### src/hw/sfr_pkg.sv
// package with offsets, reset values and types of the special function register map
package sfr_pkg;
    // ********************************************************
    // widths
    // ********************************************************
    localparam int DATA_W = 8; // register width
    localparam int IDX_W = 8; // register index: bank bit plus seven offset bits
    localparam int PC_W = 13; // full program counter
    localparam int LATCH_W = 5; // upper program counter holding bits
    localparam int PORT_A_W = 5; // implemented port a bits
    localparam int WB_ADR_W = 10; // byte address, four times the index
    localparam int WB_DAT_W = 32; // wishbone data width
    localparam int RST_SRC_N = 5; // reset source pins

    // ********************************************************
    // register indices
    // ********************************************************
    localparam logic [6:0] IDX_IND_ACCESS = 7'h00; // indirect access, no storage
    localparam logic [6:0] IDX_TMR = 7'h01; // timer count
    localparam logic [6:0] IDX_PC_LOW = 7'h02; // program counter low
    localparam logic [6:0] IDX_STATUS = 7'h03; // core status
    localparam logic [6:0] IDX_POINTER = 7'h04; // indirect pointer
    localparam logic [6:0] IDX_PORT_A = 7'h05; // port a
    localparam logic [6:0] IDX_PORT_B = 7'h06; // port b
    localparam logic [6:0] IDX_PC_LATCH = 7'h0a; // program counter high latch
    localparam logic [6:0] IDX_INT_CTRL = 7'h0b; // interrupt control
    localparam logic [6:0] IDX_PIR = 7'h0c; // peripheral interrupt flags
    localparam logic [6:0] IDX_CONV_RES = 7'h1e; // conversion result
    localparam logic [6:0] IDX_CONV = 7'h1f; // converter control
    localparam logic [7:0] IDX_PWR_CTRL = 8'h8e; // power control, bank 1 only

    // ********************************************************
    // field positions
    // ********************************************************
    localparam int ST_TO = 4; // time-out flag
    localparam int ST_PD = 3; // power-down flag
    localparam int CONV_GO = 2; // conversion running
    localparam int CONV_GP = 5; // bit 5 of converter control
    localparam int PIR_CONV = 6; // conversion done flag
    localparam int PWR_PARITY = 2; // parity error cause, low when it happened
    localparam int PWR_POWER_ON = 1; // power-on cause, low when it happened
    localparam int PWR_BROWN_OUT = 0; // brown-out cause, low when it happened

    // ********************************************************
    // reset values and masks
    // ********************************************************
    localparam logic [7:0] RV_ZERO = 8'h00; // zero for all-zero registers and unknown bits
    localparam logic [7:0] RV_STATUS = 8'h18; // power-up core status
    localparam logic [7:0] RV_PWR_CTRL = 8'h07; // power-up power control, bits 6:3 absent and read zero
    localparam logic [7:0] WM_STATUS = 8'he7; // software writable status bits
    localparam logic [7:0] KEEP_INT_CTRL = 8'h01; // interrupt control bit kept on other resets
    localparam logic [7:0] KEEP_STATUS = 8'h07; // status bits kept on other resets
    localparam logic [7:0] IMPL_CONV = 8'hfd; // implemented converter control bits
    localparam logic [7:0] WM_PWR_CTRL = 8'h07; // software writable power control bits

    // ********************************************************
    // reset classes
    // ********************************************************
    localparam int SRC_POR = 0; // power-on pin
    localparam int SRC_BROWN = 1; // brown-out pin
    localparam int SRC_PARITY = 2; // parity error pin
    localparam int SRC_CLEAR_N = 3; // master clear pin, active low
    localparam int SRC_WDT = 4; // watchdog pin
    typedef enum logic [1:0] {
        RC_NONE = 2'b00,
        RC_OTHER = 2'b01,
        RC_POWER = 2'b11
    } sfr_reset_class_t;
endpackage : sfr_pkg

### src/hw/sfr_access_if.sv
// interface between the bus slave and the register bank
`timescale 1ns/100ps
interface sfr_access_if;
    import sfr_pkg::*;
    logic wr_stb; // write takes effect at this edge
    logic [IDX_W-1:0] idx; // register index
    logic [DATA_W-1:0] wdata; // write data
    logic [DATA_W-1:0] rdata; // read data of the indexed register
    modport bus_side (output wr_stb, output idx, output wdata, input rdata);
    modport reg_side (input wr_stb, input idx, input wdata, output rdata);
endinterface : sfr_access_if

### src/hw/sfr_wb_slave.sv
// classic wishbone slave that answers every access one cycle after the request
`timescale 1ns/100ps
module sfr_wb_slave
    import sfr_pkg::*;
(
    input wire logic clk_in,
    input wire logic rst_n_in,
    input wire logic cyc_in,
    input wire logic stb_in,
    input wire logic we_in,
    input wire logic [WB_ADR_W-1:0] adr_in,
    input wire logic [3:0] sel_in,
    input wire logic [WB_DAT_W-1:0] dat_in,
    output logic [WB_DAT_W-1:0] dat_out,
    output logic ack_out,
    sfr_access_if.bus_side acc
);
    // ********************************************************
    // decode
    // ********************************************************
    logic ack_q; // answer flag
    logic [WB_DAT_W-1:0] dat_q; // captured read data
    wire req = cyc_in & stb_in; // request present
    wire ack_d = req & ~ack_q; // answer once, then drop for a cycle
    // writes land on the edge where the master sees ack, so held data is final
    assign acc.wr_stb = req & we_in & ack_q & sel_in[0];
    assign acc.idx = adr_in[WB_ADR_W-1:2];
    assign acc.wdata = dat_in[DATA_W-1:0];
    assign ack_out = ack_q;
    assign dat_out = dat_q;

    // ack and read data register
    always_ff @(posedge clk_in or negedge rst_n_in) begin
        if (!rst_n_in) begin
            ack_q <= 1'b0;
            dat_q <= '0;
        end else begin
            ack_q <= ack_d;
            // upper bytes always read zero
            dat_q <= ack_d ? {{(WB_DAT_W-DATA_W){1'b0}}, acc.rdata} : '0;
        end
    end
endmodule : sfr_wb_slave

### src/hw/sfr_reset_class.sv
// synchronises the reset source pins and sorts them into reset classes
`timescale 1ns/100ps
module sfr_reset_class
    import sfr_pkg::*;
(
    input wire logic clk_in,
    input wire logic rst_n_in,
    input wire logic [RST_SRC_N-1:0] src_in,
    output sfr_reset_class_t class_out,
    output logic [RST_SRC_N-1:0] src_out
);
    // ********************************************************
    // two-stage synchronisers
    // ********************************************************
    logic [RST_SRC_N-1:0] s1_q; // first stage, read only by the second
    logic [RST_SRC_N-1:0] s2_q; // second stage, safe to decode
    sfr_reset_class_t class_q; // registered class
    logic [RST_SRC_N-1:0] src_q; // registered sources, master clear made active high

    genvar g;
    generate
        for (g = 0; g < RST_SRC_N; g++) begin : g_sync
            // master clear rests high, the others rest low
            always_ff @(posedge clk_in or negedge rst_n_in) begin
                if (!rst_n_in) begin
                    s1_q[g] <= (g == SRC_CLEAR_N);
                    s2_q[g] <= (g == SRC_CLEAR_N);
                end else begin
                    s1_q[g] <= src_in[g];
                    s2_q[g] <= s1_q[g];
                end
            end
        end
    endgenerate

    // ********************************************************
    // class decode
    // ********************************************************
    wire pwr = s2_q[SRC_POR] | s2_q[SRC_BROWN] | s2_q[SRC_PARITY]; // power-up class
    wire oth = ~s2_q[SRC_CLEAR_N] | s2_q[SRC_WDT]; // other class
    wire [RST_SRC_N-1:0] src_d = {s2_q[SRC_WDT], ~s2_q[SRC_CLEAR_N], s2_q[2:0]};
    wire sfr_reset_class_t class_d = pwr ? RC_POWER : (oth ? RC_OTHER : RC_NONE);

    // power-up class wins when both are present
    always_ff @(posedge clk_in or negedge rst_n_in) begin
        if (!rst_n_in) begin
            class_q <= RC_NONE;
            src_q <= '0;
        end else begin
            class_q <= class_d;
            src_q <= src_d;
        end
    end
    assign class_out = class_q;
    assign src_out = src_q;
endmodule : sfr_reset_class

### src/hw/sfr_map.sv
// special function register bank 0 map with mirrored core registers
//
// Chosen here: the Wishbone interface to the registers.
`timescale 1ns/100ps
module sfr_map
    import sfr_pkg::*;
#(
    parameter bit HAS_PWR_CTRL = 1'b1, // power control register present
    parameter bit CONV_BIT5 = 1'b1 // converter control bit 5 implemented
) (
    input wire logic CLK_IN,
    input wire logic RESETN_IN,
    input wire logic WB_CYC_IN,
    input wire logic WB_STB_IN,
    input wire logic WB_WE_IN,
    input wire logic [WB_ADR_W-1:0] WB_ADR_IN,
    input wire logic [3:0] WB_SEL_IN,
    input wire logic [WB_DAT_W-1:0] WB_DAT_IN,
    output logic [WB_DAT_W-1:0] WB_DAT_OUT,
    output logic WB_ACK_OUT,
    input wire logic POWER_ON_RESET_IN,
    input wire logic BROWN_OUT_RESET_IN,
    input wire logic PARITY_ERROR_RESET_IN,
    input wire logic MASTER_CLEAR_PIN_N_IN,
    input wire logic WATCHDOG_RESET_IN,
    input wire logic [PORT_A_W-1:0] PORT_A_PINS_IN,
    input wire logic [DATA_W-1:0] PORT_B_PINS_IN,
    input wire logic CONV_DONE_IN,
    input wire logic [DATA_W-1:0] CONV_RESULT_IN,
    output logic [PC_W-1:0] PC_OUT,
    output logic [2:0] BANK_SELECT_OUT,
    output logic [PORT_A_W-1:0] PORT_A_LATCH_OUT,
    output logic [DATA_W-1:0] PORT_B_LATCH_OUT,
    output logic [DATA_W-1:0] CONV_CONTROL_OUT,
    output logic [1:0] RESET_CLASS_OUT
);
    // ********************************************************
    // bus and reset class
    // ********************************************************
    sfr_access_if acc (); // bus to register bank
    sfr_reset_class_t cls; // current reset class
    logic [RST_SRC_N-1:0] src; // synchronised sources

    sfr_wb_slave u_bus (
        .clk_in(CLK_IN),
        .rst_n_in(RESETN_IN),
        .cyc_in(WB_CYC_IN),
        .stb_in(WB_STB_IN),
        .we_in(WB_WE_IN),
        .adr_in(WB_ADR_IN),
        .sel_in(WB_SEL_IN),
        .dat_in(WB_DAT_IN),
        .dat_out(WB_DAT_OUT),
        .ack_out(WB_ACK_OUT),
        .acc(acc.bus_side)
    );

    sfr_reset_class u_rst (
        .clk_in(CLK_IN),
        .rst_n_in(RESETN_IN),
        .src_in({WATCHDOG_RESET_IN, MASTER_CLEAR_PIN_N_IN, PARITY_ERROR_RESET_IN,
                 BROWN_OUT_RESET_IN, POWER_ON_RESET_IN}),
        .class_out(cls),
        .src_out(src)
    );

    // ********************************************************
    // storage
    // ********************************************************
    logic [DATA_W-1:0] tmr_q, tmr_d; // timer count
    logic [PC_W-1:0] pc_q, pc_d; // program counter
    logic [DATA_W-1:0] status_q, status_d; // core status
    logic [DATA_W-1:0] ptr_q, ptr_d; // indirect pointer
    logic [PORT_A_W-1:0] port_a_q, port_a_d; // port a latch
    logic [DATA_W-1:0] port_b_q, port_b_d; // port b latch
    logic [LATCH_W-1:0] pc_latch_q, pc_latch_d; // holding latch
    logic [DATA_W-1:0] int_ctrl_q, int_ctrl_d; // interrupt control
    logic [DATA_W-1:0] pir_q, pir_d; // peripheral flags
    logic [DATA_W-1:0] conv_res_q, conv_res_d; // conversion result
    logic [DATA_W-1:0] conv_q, conv_d; // converter control
    logic [DATA_W-1:0] pwr_ctrl_q, pwr_ctrl_d; // power control
    logic [PORT_A_W-1:0] pa_s1_q, pa_s2_q; // port a pin synchroniser
    logic [DATA_W-1:0] pb_s1_q, pb_s2_q; // port b pin synchroniser

    // ********************************************************
    // address decode
    // ********************************************************
    // indirect access goes through the pointer; a pointer of zero hits nothing
    wire [IDX_W-1:0] eff = (acc.idx[6:0] == IDX_IND_ACCESS) ? ptr_q : acc.idx;
    wire [6:0] lo = eff[6:0]; // offset within a bank
    wire bank1 = eff[7]; // bank 1 access
    wire mir = (lo == IDX_PC_LOW) | (lo == IDX_STATUS) | (lo == IDX_POINTER) |
               (lo == IDX_PC_LATCH) | (lo == IDX_INT_CTRL); // mirrored core set
    wire vis = mir | ~bank1; // register visible in this bank
    wire s_tmr = vis & (lo == IDX_TMR);
    wire s_pc_low = vis & (lo == IDX_PC_LOW);
    wire s_st = vis & (lo == IDX_STATUS);
    wire s_ptr = vis & (lo == IDX_POINTER);
    wire s_pa = vis & (lo == IDX_PORT_A);
    wire s_pb = vis & (lo == IDX_PORT_B);
    wire s_lat = vis & (lo == IDX_PC_LATCH);
    wire s_int = vis & (lo == IDX_INT_CTRL);
    wire s_pir = vis & (lo == IDX_PIR);
    wire s_adr = vis & (lo == IDX_CONV_RES);
    wire s_cnv = vis & (lo == IDX_CONV);
    wire s_pwr = HAS_PWR_CTRL & (eff == IDX_PWR_CTRL); // absent register decodes nowhere
    wire wr = acc.wr_stb; // write strobe
    wire [DATA_W-1:0] wd = acc.wdata; // write data
    // bit 5 of converter control exists only on some variants
    wire [DATA_W-1:0] conv_mask = CONV_BIT5 ? IMPL_CONV : (IMPL_CONV & ~(8'h01 << CONV_GP));
    wire hw_run = (cls == RC_NONE); // no class reset active

    // ********************************************************
    // read mux, unmapped indices read zero
    // ********************************************************
    assign acc.rdata = s_tmr ? tmr_q :
                       s_pc_low ? pc_q[DATA_W-1:0] :
                       s_st ? status_q :
                       s_ptr ? ptr_q :
                       s_pa ? {3'h0, pa_s2_q} :
                       s_pb ? pb_s2_q :
                       s_lat ? {3'h0, pc_latch_q} :
                       s_int ? int_ctrl_q :
                       s_pir ? pir_q :
                       s_adr ? conv_res_q :
                       s_cnv ? conv_q :
                       s_pwr ? pwr_ctrl_q : RV_ZERO;

    // ********************************************************
    // next state per reset class
    // ********************************************************
    always_comb begin
        tmr_d = tmr_q;
        pc_d = pc_q;
        status_d = status_q;
        ptr_d = ptr_q;
        port_a_d = port_a_q;
        port_b_d = port_b_q;
        pc_latch_d = pc_latch_q;
        int_ctrl_d = int_ctrl_q;
        pir_d = pir_q;
        conv_res_d = conv_res_q;
        conv_d = conv_q;
        pwr_ctrl_d = pwr_ctrl_q;
        unique case (cls)
            RC_POWER: begin
                // unknown bits come up as zero
                tmr_d = RV_ZERO;
                pc_d = '0;
                status_d = RV_STATUS;
                ptr_d = RV_ZERO;
                port_a_d = '0;
                port_b_d = RV_ZERO;
                pc_latch_d = '0;
                int_ctrl_d = RV_ZERO;
                pir_d = RV_ZERO;
                conv_res_d = RV_ZERO;
                conv_d = RV_ZERO;
                // cause bits go low for the source that fired, top bit kept
                pwr_ctrl_d = {pwr_ctrl_q[7], RV_PWR_CTRL[6:3], ~src[SRC_PARITY], ~src[SRC_POR], ~src[SRC_BROWN]};
            end
            RC_OTHER: begin
                // timer, pointer, port b, result keep their contents
                pc_d = '0;
                // time-out low only for watchdog, power-down stays set
                status_d = {3'b000, ~src[SRC_WDT], 1'b1, status_q[2:0] & KEEP_STATUS[2:0]};
                // port a top latch bit survives, the rest clear
                port_a_d = {port_a_q[PORT_A_W-1], {(PORT_A_W-1){1'b0}}};
                pc_latch_d = '0;
                int_ctrl_d = int_ctrl_q & KEEP_INT_CTRL;
                pir_d = RV_ZERO;
                conv_d = RV_ZERO;
            end
            RC_NONE: begin
                if (wr & s_tmr) tmr_d = wd;
                // counter low write pulls the upper bits from the latch
                if (wr & s_pc_low) pc_d = {pc_latch_q, wd};
                if (wr & s_st) status_d = (status_q & ~WM_STATUS) | (wd & WM_STATUS);
                if (wr & s_ptr) ptr_d = wd;
                if (wr & s_pa) port_a_d = wd[PORT_A_W-1:0];
                if (wr & s_pb) port_b_d = wd;
                if (wr & s_lat) pc_latch_d = wd[LATCH_W-1:0]; // upper bits dropped
                if (wr & s_int) int_ctrl_d = wd;
                if (wr & s_pir) pir_d = wd & (8'h01 << PIR_CONV);
                if (wr & s_adr) conv_res_d = wd;
                if (wr & s_cnv) conv_d = wd & conv_mask;
                if (wr & s_pwr) pwr_ctrl_d = (pwr_ctrl_q & ~WM_PWR_CTRL) | (wd & WM_PWR_CTRL);
                // conversion end: result loads, run bit clears, flag set wins
                if (CONV_DONE_IN) begin
                    conv_res_d = CONV_RESULT_IN;
                    conv_d[CONV_GO] = 1'b0;
                    pir_d[PIR_CONV] = 1'b1;
                end
            end
        endcase
    end

    // ********************************************************
    // registers
    // ********************************************************
    // async reset counts as a power-up, unknowns forced to zero
    always_ff @(posedge CLK_IN or negedge RESETN_IN) begin
        if (!RESETN_IN) begin
            tmr_q <= RV_ZERO;
            pc_q <= '0;
            status_q <= RV_STATUS;
            ptr_q <= RV_ZERO;
            port_a_q <= '0;
            port_b_q <= RV_ZERO;
            pc_latch_q <= '0;
            int_ctrl_q <= RV_ZERO;
            pir_q <= RV_ZERO;
            conv_res_q <= RV_ZERO;
            conv_q <= RV_ZERO;
            pwr_ctrl_q <= RV_PWR_CTRL;
        end else begin
            tmr_q <= tmr_d;
            pc_q <= pc_d;
            status_q <= status_d;
            ptr_q <= ptr_d;
            port_a_q <= port_a_d;
            port_b_q <= port_b_d;
            pc_latch_q <= pc_latch_d;
            int_ctrl_q <= int_ctrl_d;
            pir_q <= pir_d;
            conv_res_q <= conv_res_d;
            conv_q <= conv_d;
            pwr_ctrl_q <= pwr_ctrl_d;
        end
    end

    // pin inputs cross two flops before the read mux sees them
    always_ff @(posedge CLK_IN or negedge RESETN_IN) begin
        if (!RESETN_IN) begin
            pa_s1_q <= '0;
            pa_s2_q <= '0;
            pb_s1_q <= '0;
            pb_s2_q <= '0;
        end else begin
            pa_s1_q <= PORT_A_PINS_IN;
            pa_s2_q <= pa_s1_q;
            pb_s1_q <= PORT_B_PINS_IN;
            pb_s2_q <= pb_s1_q;
        end
    end

    // ********************************************************
    // outputs
    // ********************************************************
    assign PC_OUT = pc_q;
    // passed as stored; the core keeps the reserved pair clear
    assign BANK_SELECT_OUT = status_q[7:5];
    assign PORT_A_LATCH_OUT = port_a_q;
    assign PORT_B_LATCH_OUT = port_b_q;
    assign CONV_CONTROL_OUT = conv_q;
    assign RESET_CLASS_OUT = cls;

    wire rd_req = WB_CYC_IN & WB_STB_IN & ~WB_WE_IN & ~WB_ACK_OUT; // read request edge
    wire unmapped = ~(s_tmr | s_pc_low | s_st | s_ptr | s_pa | s_pb | s_lat | s_int |
                      s_pir | s_adr | s_cnv | s_pwr);
endmodule : sfr_map

### config.mk
export PLATFORM = sky130hd
export DESIGN_NAME = sfr_map
export DESIGN_NICKNAME = d
export VERILOG_FILES = /design/src/hw/sfr_pkg.sv /design/src/hw/sfr_access_if.sv /design/src/hw/sfr_wb_slave.sv /design/src/hw/sfr_reset_class.sv /design/src/hw/sfr_map.sv
export SDC_FILE = /design/constraint.sdc
export NUM_CORES = 1
export LEC_CHECK = 0
export BUFFER_PORTS_ARGS = -buffer_cell sky130_fd_sc_hd__buf_4
export CORE_MARGIN = 4
export CORE_UTILIZATION = 40
export CTS_CLUSTER_DIAMETER = 80
export DETAILED_ROUTE_END_ITERATION = 7
export GPL_TIMING_DRIVEN = 0
export SETUP_SLACK_MARGIN = 0.5
export SLEW_MARGIN = 10
export SYNTH_ARGS = -nofsm -noshare
export SYNTH_HDL_FRONTEND = slang
export SYNTH_SLANG_ARGS = --single-unit
### constraint.sdc
create_clock -name CLK_IN -period 2.4 [get_ports CLK_IN]
set_clock_uncertainty 0.1 [all_clocks]
set_input_delay 0.48 -clock CLK_IN [delete_from_list [all_inputs] [get_ports CLK_IN]]
set_output_delay 0.48 -clock CLK_IN [all_outputs]
set_load 0.02 [all_outputs]
==> flow_summary.ini <==
[cells_and_area]
final_cell_count_no_fill = 1028
num_antenna_cells = 0
layout_commonest_cell = buf_4
final_nets = 882
final_util = 0.597
layout_common_cells = buf_4, dfrtp_1, nand2_1, mux2i_1, nor2_1
syn_to_final_growth_pct = 46.2
drive_above_1_share = 0.404

[cts]
worst_skew_pair.late_latency_ps = 430
cts_max_level = 4
cts_tree = done
clockBufferDepth = 2
clk_pin_slew_ps = 60
clk_root_buffer_cell = clkbuf_16
cts_buffers = 17
clock-sinks = 133

[setup_path]
rr_endpoint = u_bus.dat_out[0]
cp_num_cells = 9
crit_buf_inv = 2
crit_chain = buf_12 -> or4_4 -> o31a_1 -> or4_4 -> buf_8 -> o31a_1 -> o211a_1 -> a222oi_1 -> o21ai_1
cp-end-kind = register
worstRegToRegCells = 8
r2r_start = ptr_q[3]
rrSetupSlack_ps = -460
crit_family = compound AO/OA/AOI/OAI gates
crit_start = WB_ADR_IN[2]
critPathMaxFanout = 4
critPathCapture = u_bus.dat_out[0]
cpPeakStageDelay_ps = 540
arrival_ps = 3140
cp-start-kind = input port
cp_slowest_cell = or4_4
worstSetupPathType = in -> reg
worstPathRequired_ps = 2570

[timing]
layout_setup_ws_ps = -566
grt_setup_unrepaired = yes
finalCritPeriodShare = 1.24
setup_viol = 47
maxSlewHeadroom = 0.435
slew_viol_final = 0
hold_viol_final = 0
max_freq_mhz = 337
fin_crit_ps = 2970
worst_pin_slew_ps = 847
hold_slack_ps = 56.3
tns_ps = -13060

[synthesis]
ys_async_sr_fraction = 1.00
synth.distinct_cells = 71
synthCells = 626
syn_avg_cell_area_um2 = 9.96
synth-edff-count = 0
yosysWarnings = 0
synth-seq-cells = 133
synth_ff_type = dfrtp_1
synth_area_um2 = 6230
yosysSeqAreaShare = 0.535

[grt]
grtUsageMet1 = 0.324
grtUsageMet2 = 0.389
grt_pass1_vias = 5664
use_met3 = 0.0525
grt.busiest_layer = met2
grt_use_total = 0.241
grt_max_degree = 86
grt_pass1_wl_mm = 32.7
grt_overflow = 0
antenna_found_initial = 0

[detailed_routing]
detailroute.via_count = 5578
wl_mm = 21.2
final_antenna_net_count = 0
dr.pass1.iters = 7
vias_per_cell = 5.43
drc = 0
drt-initial-drc-count = 431
routedWlPerCell_um = 20.6

[run]
max-cap-violations = 0

[die]
rows = 45
initial_core_util = 0.409
die_h_um = 133
core_area_um2 = 15300
die_area_um2 = 17600
io_pins = 150
die_w_um = 133

[hold_path]
min_path_type = in -> reg
holdPathStages = 1

[power_and_ir_drop]
power_density_nw_per_um2 = 612
p_leak_nw = 3.99
power_mw = 5.58
ir_drop_v = 0.000526

[outcome]
violations = negative setup slack
outcome = finished with violations

[placed_design]
placed_cells = 949
gp_congestion = 0.878
dp_hpwl_mm = 14.8
io_buffers = 87
[layout make-up]
cell class	count	area, µm²
Clock buffer	19	443
Buffer	70	574
Inverter	14	52.6
Timing Repair Buffer	135	1090
Clock inverter	13	196
Multi-Input combinational cell	433	3150
Fill cell	1324	6150
Sequential cell	133	3340
Tap cell	211	264
[worst reg2reg max path: stages (launching register included)]
cell and delay (ps):
dfrtp_2 520, nand2_1 120, o31a_1 240, or4_4 500
buf_8 150, o31a_1 240, o211a_1 210, a222oi_1 470
o21ai_1 150
[metrics by stage]
stage               worst slack (ps)  instance area (µm²)
floorplan                       -600                 6540
global placement               -1490                 7450
detailed placement             -1430                 7480
CTS                             -527                 8740
global route                    -607                 9110
finish                          -566                 9110
[synth_stat cells (3+ instances only)]
library cell	number	share of area
and2_1	7	0.0070
mux2i_1	38	0.061
a21oi_1	38	0.031
buf_4	28	0.034
o31a_1	3	0.0042
a22oi_1	12	0.014
or2_2	5	0.0050
nand2_1	99	0.060
clkbuf_1	36	0.022
and3_1	4	0.0040
a21o_1	3	0.0036
a211oi_1	4	0.0048
a221oi_1	5	0.0070
o21a_1	3	0.0036
o31ai_1	3	0.0036
dfrtp_1	126	0.51
nand2b_1	3	0.0030
inv_1	14	0.0084
nor2_1	42	0.025
nor3_1	6	0.0048
o211ai_1	4	0.0048
or3_1	6	0.0060
mux2_2	5	0.0090
a31oi_1	6	0.0060
nand3_1	29	0.023
a221o_1	4	0.0064
dfstp_2	7	0.030
o21ai_0	29	0.023
buf_1	3	0.0018
[report_power, final]
| group | internal [mW] | total [mW] | switching (mW) |
|---|---|---|---|
| clock network | 1.79 | 2.83 | 1.04 |
| logic | 0.173 | 0.439 | 0.266 |
| registers | 2.29 | 2.31 | 0.0200 |
| total | 4.25 | 5.58 | 1.33 |
[cell families after synthesis]
group | synth area share
buffers and inverters | 0.0700
flip-flops | 0.535
other | 0.000601
AND/OR/NAND/NOR | 0.165
AO/OA/AOI/OAI | 0.159
multiplexers | 0.0700
[how the worst min path moves through the flow]
stage / from / to / slack [ps]
3_5_place_dp: pa_s1_q[1] / pa_s2_q[1] / 240
5_1_grt: BROWN_OUT_RESET_IN / u_rst.s1_q[1] / 50
4_1_cts: POWER_ON_RESET_IN / u_rst.s1_q[0] / 40
6_report: POWER_ON_RESET_IN / u_rst.s1_q[0] / 60
2_1_floorplan: RESETN_IN / CONV_CONTROL_OUT[0] / 80
3_3_place_gp: pa_s1_q[1] / pa_s2_q[1] / 230
[sequential cells by signal (all words and copies together), names as in the netlist, 7 cells and up]
signal,flops
pb_s2_q,8
PC_OUT,13
tmr_q,8
conv_res_q,8
PORT_B_LATCH_OUT,8
ptr_q,8
status_q,8
u_bus.dat_out,8
pb_s1_q,8
int_ctrl_q,8
CONV_CONTROL_OUT,7
[repair_timing]
action                                  in CTS  in global routing
buffers inserted                            25                 21
endpoints found under the setup margin      88                 88
hold endpoints to repair                    48                  0
pin swaps                                   27                 29
resized for setup                           96                 61
hold buffers                                 1                  0
[layer usage]
| metal | wire, µm | up-vias |
|---|---|---|
| li1 | - | 2523 |
| met1 | 8880 | 2765 |
| met2 | 10300 | 253 |
| met3 | 1500 | 37 |
| met4 | 465 | 0 |
| met5 | 0 | - |
Note: power is estimated with default switching activity, not from simulation.
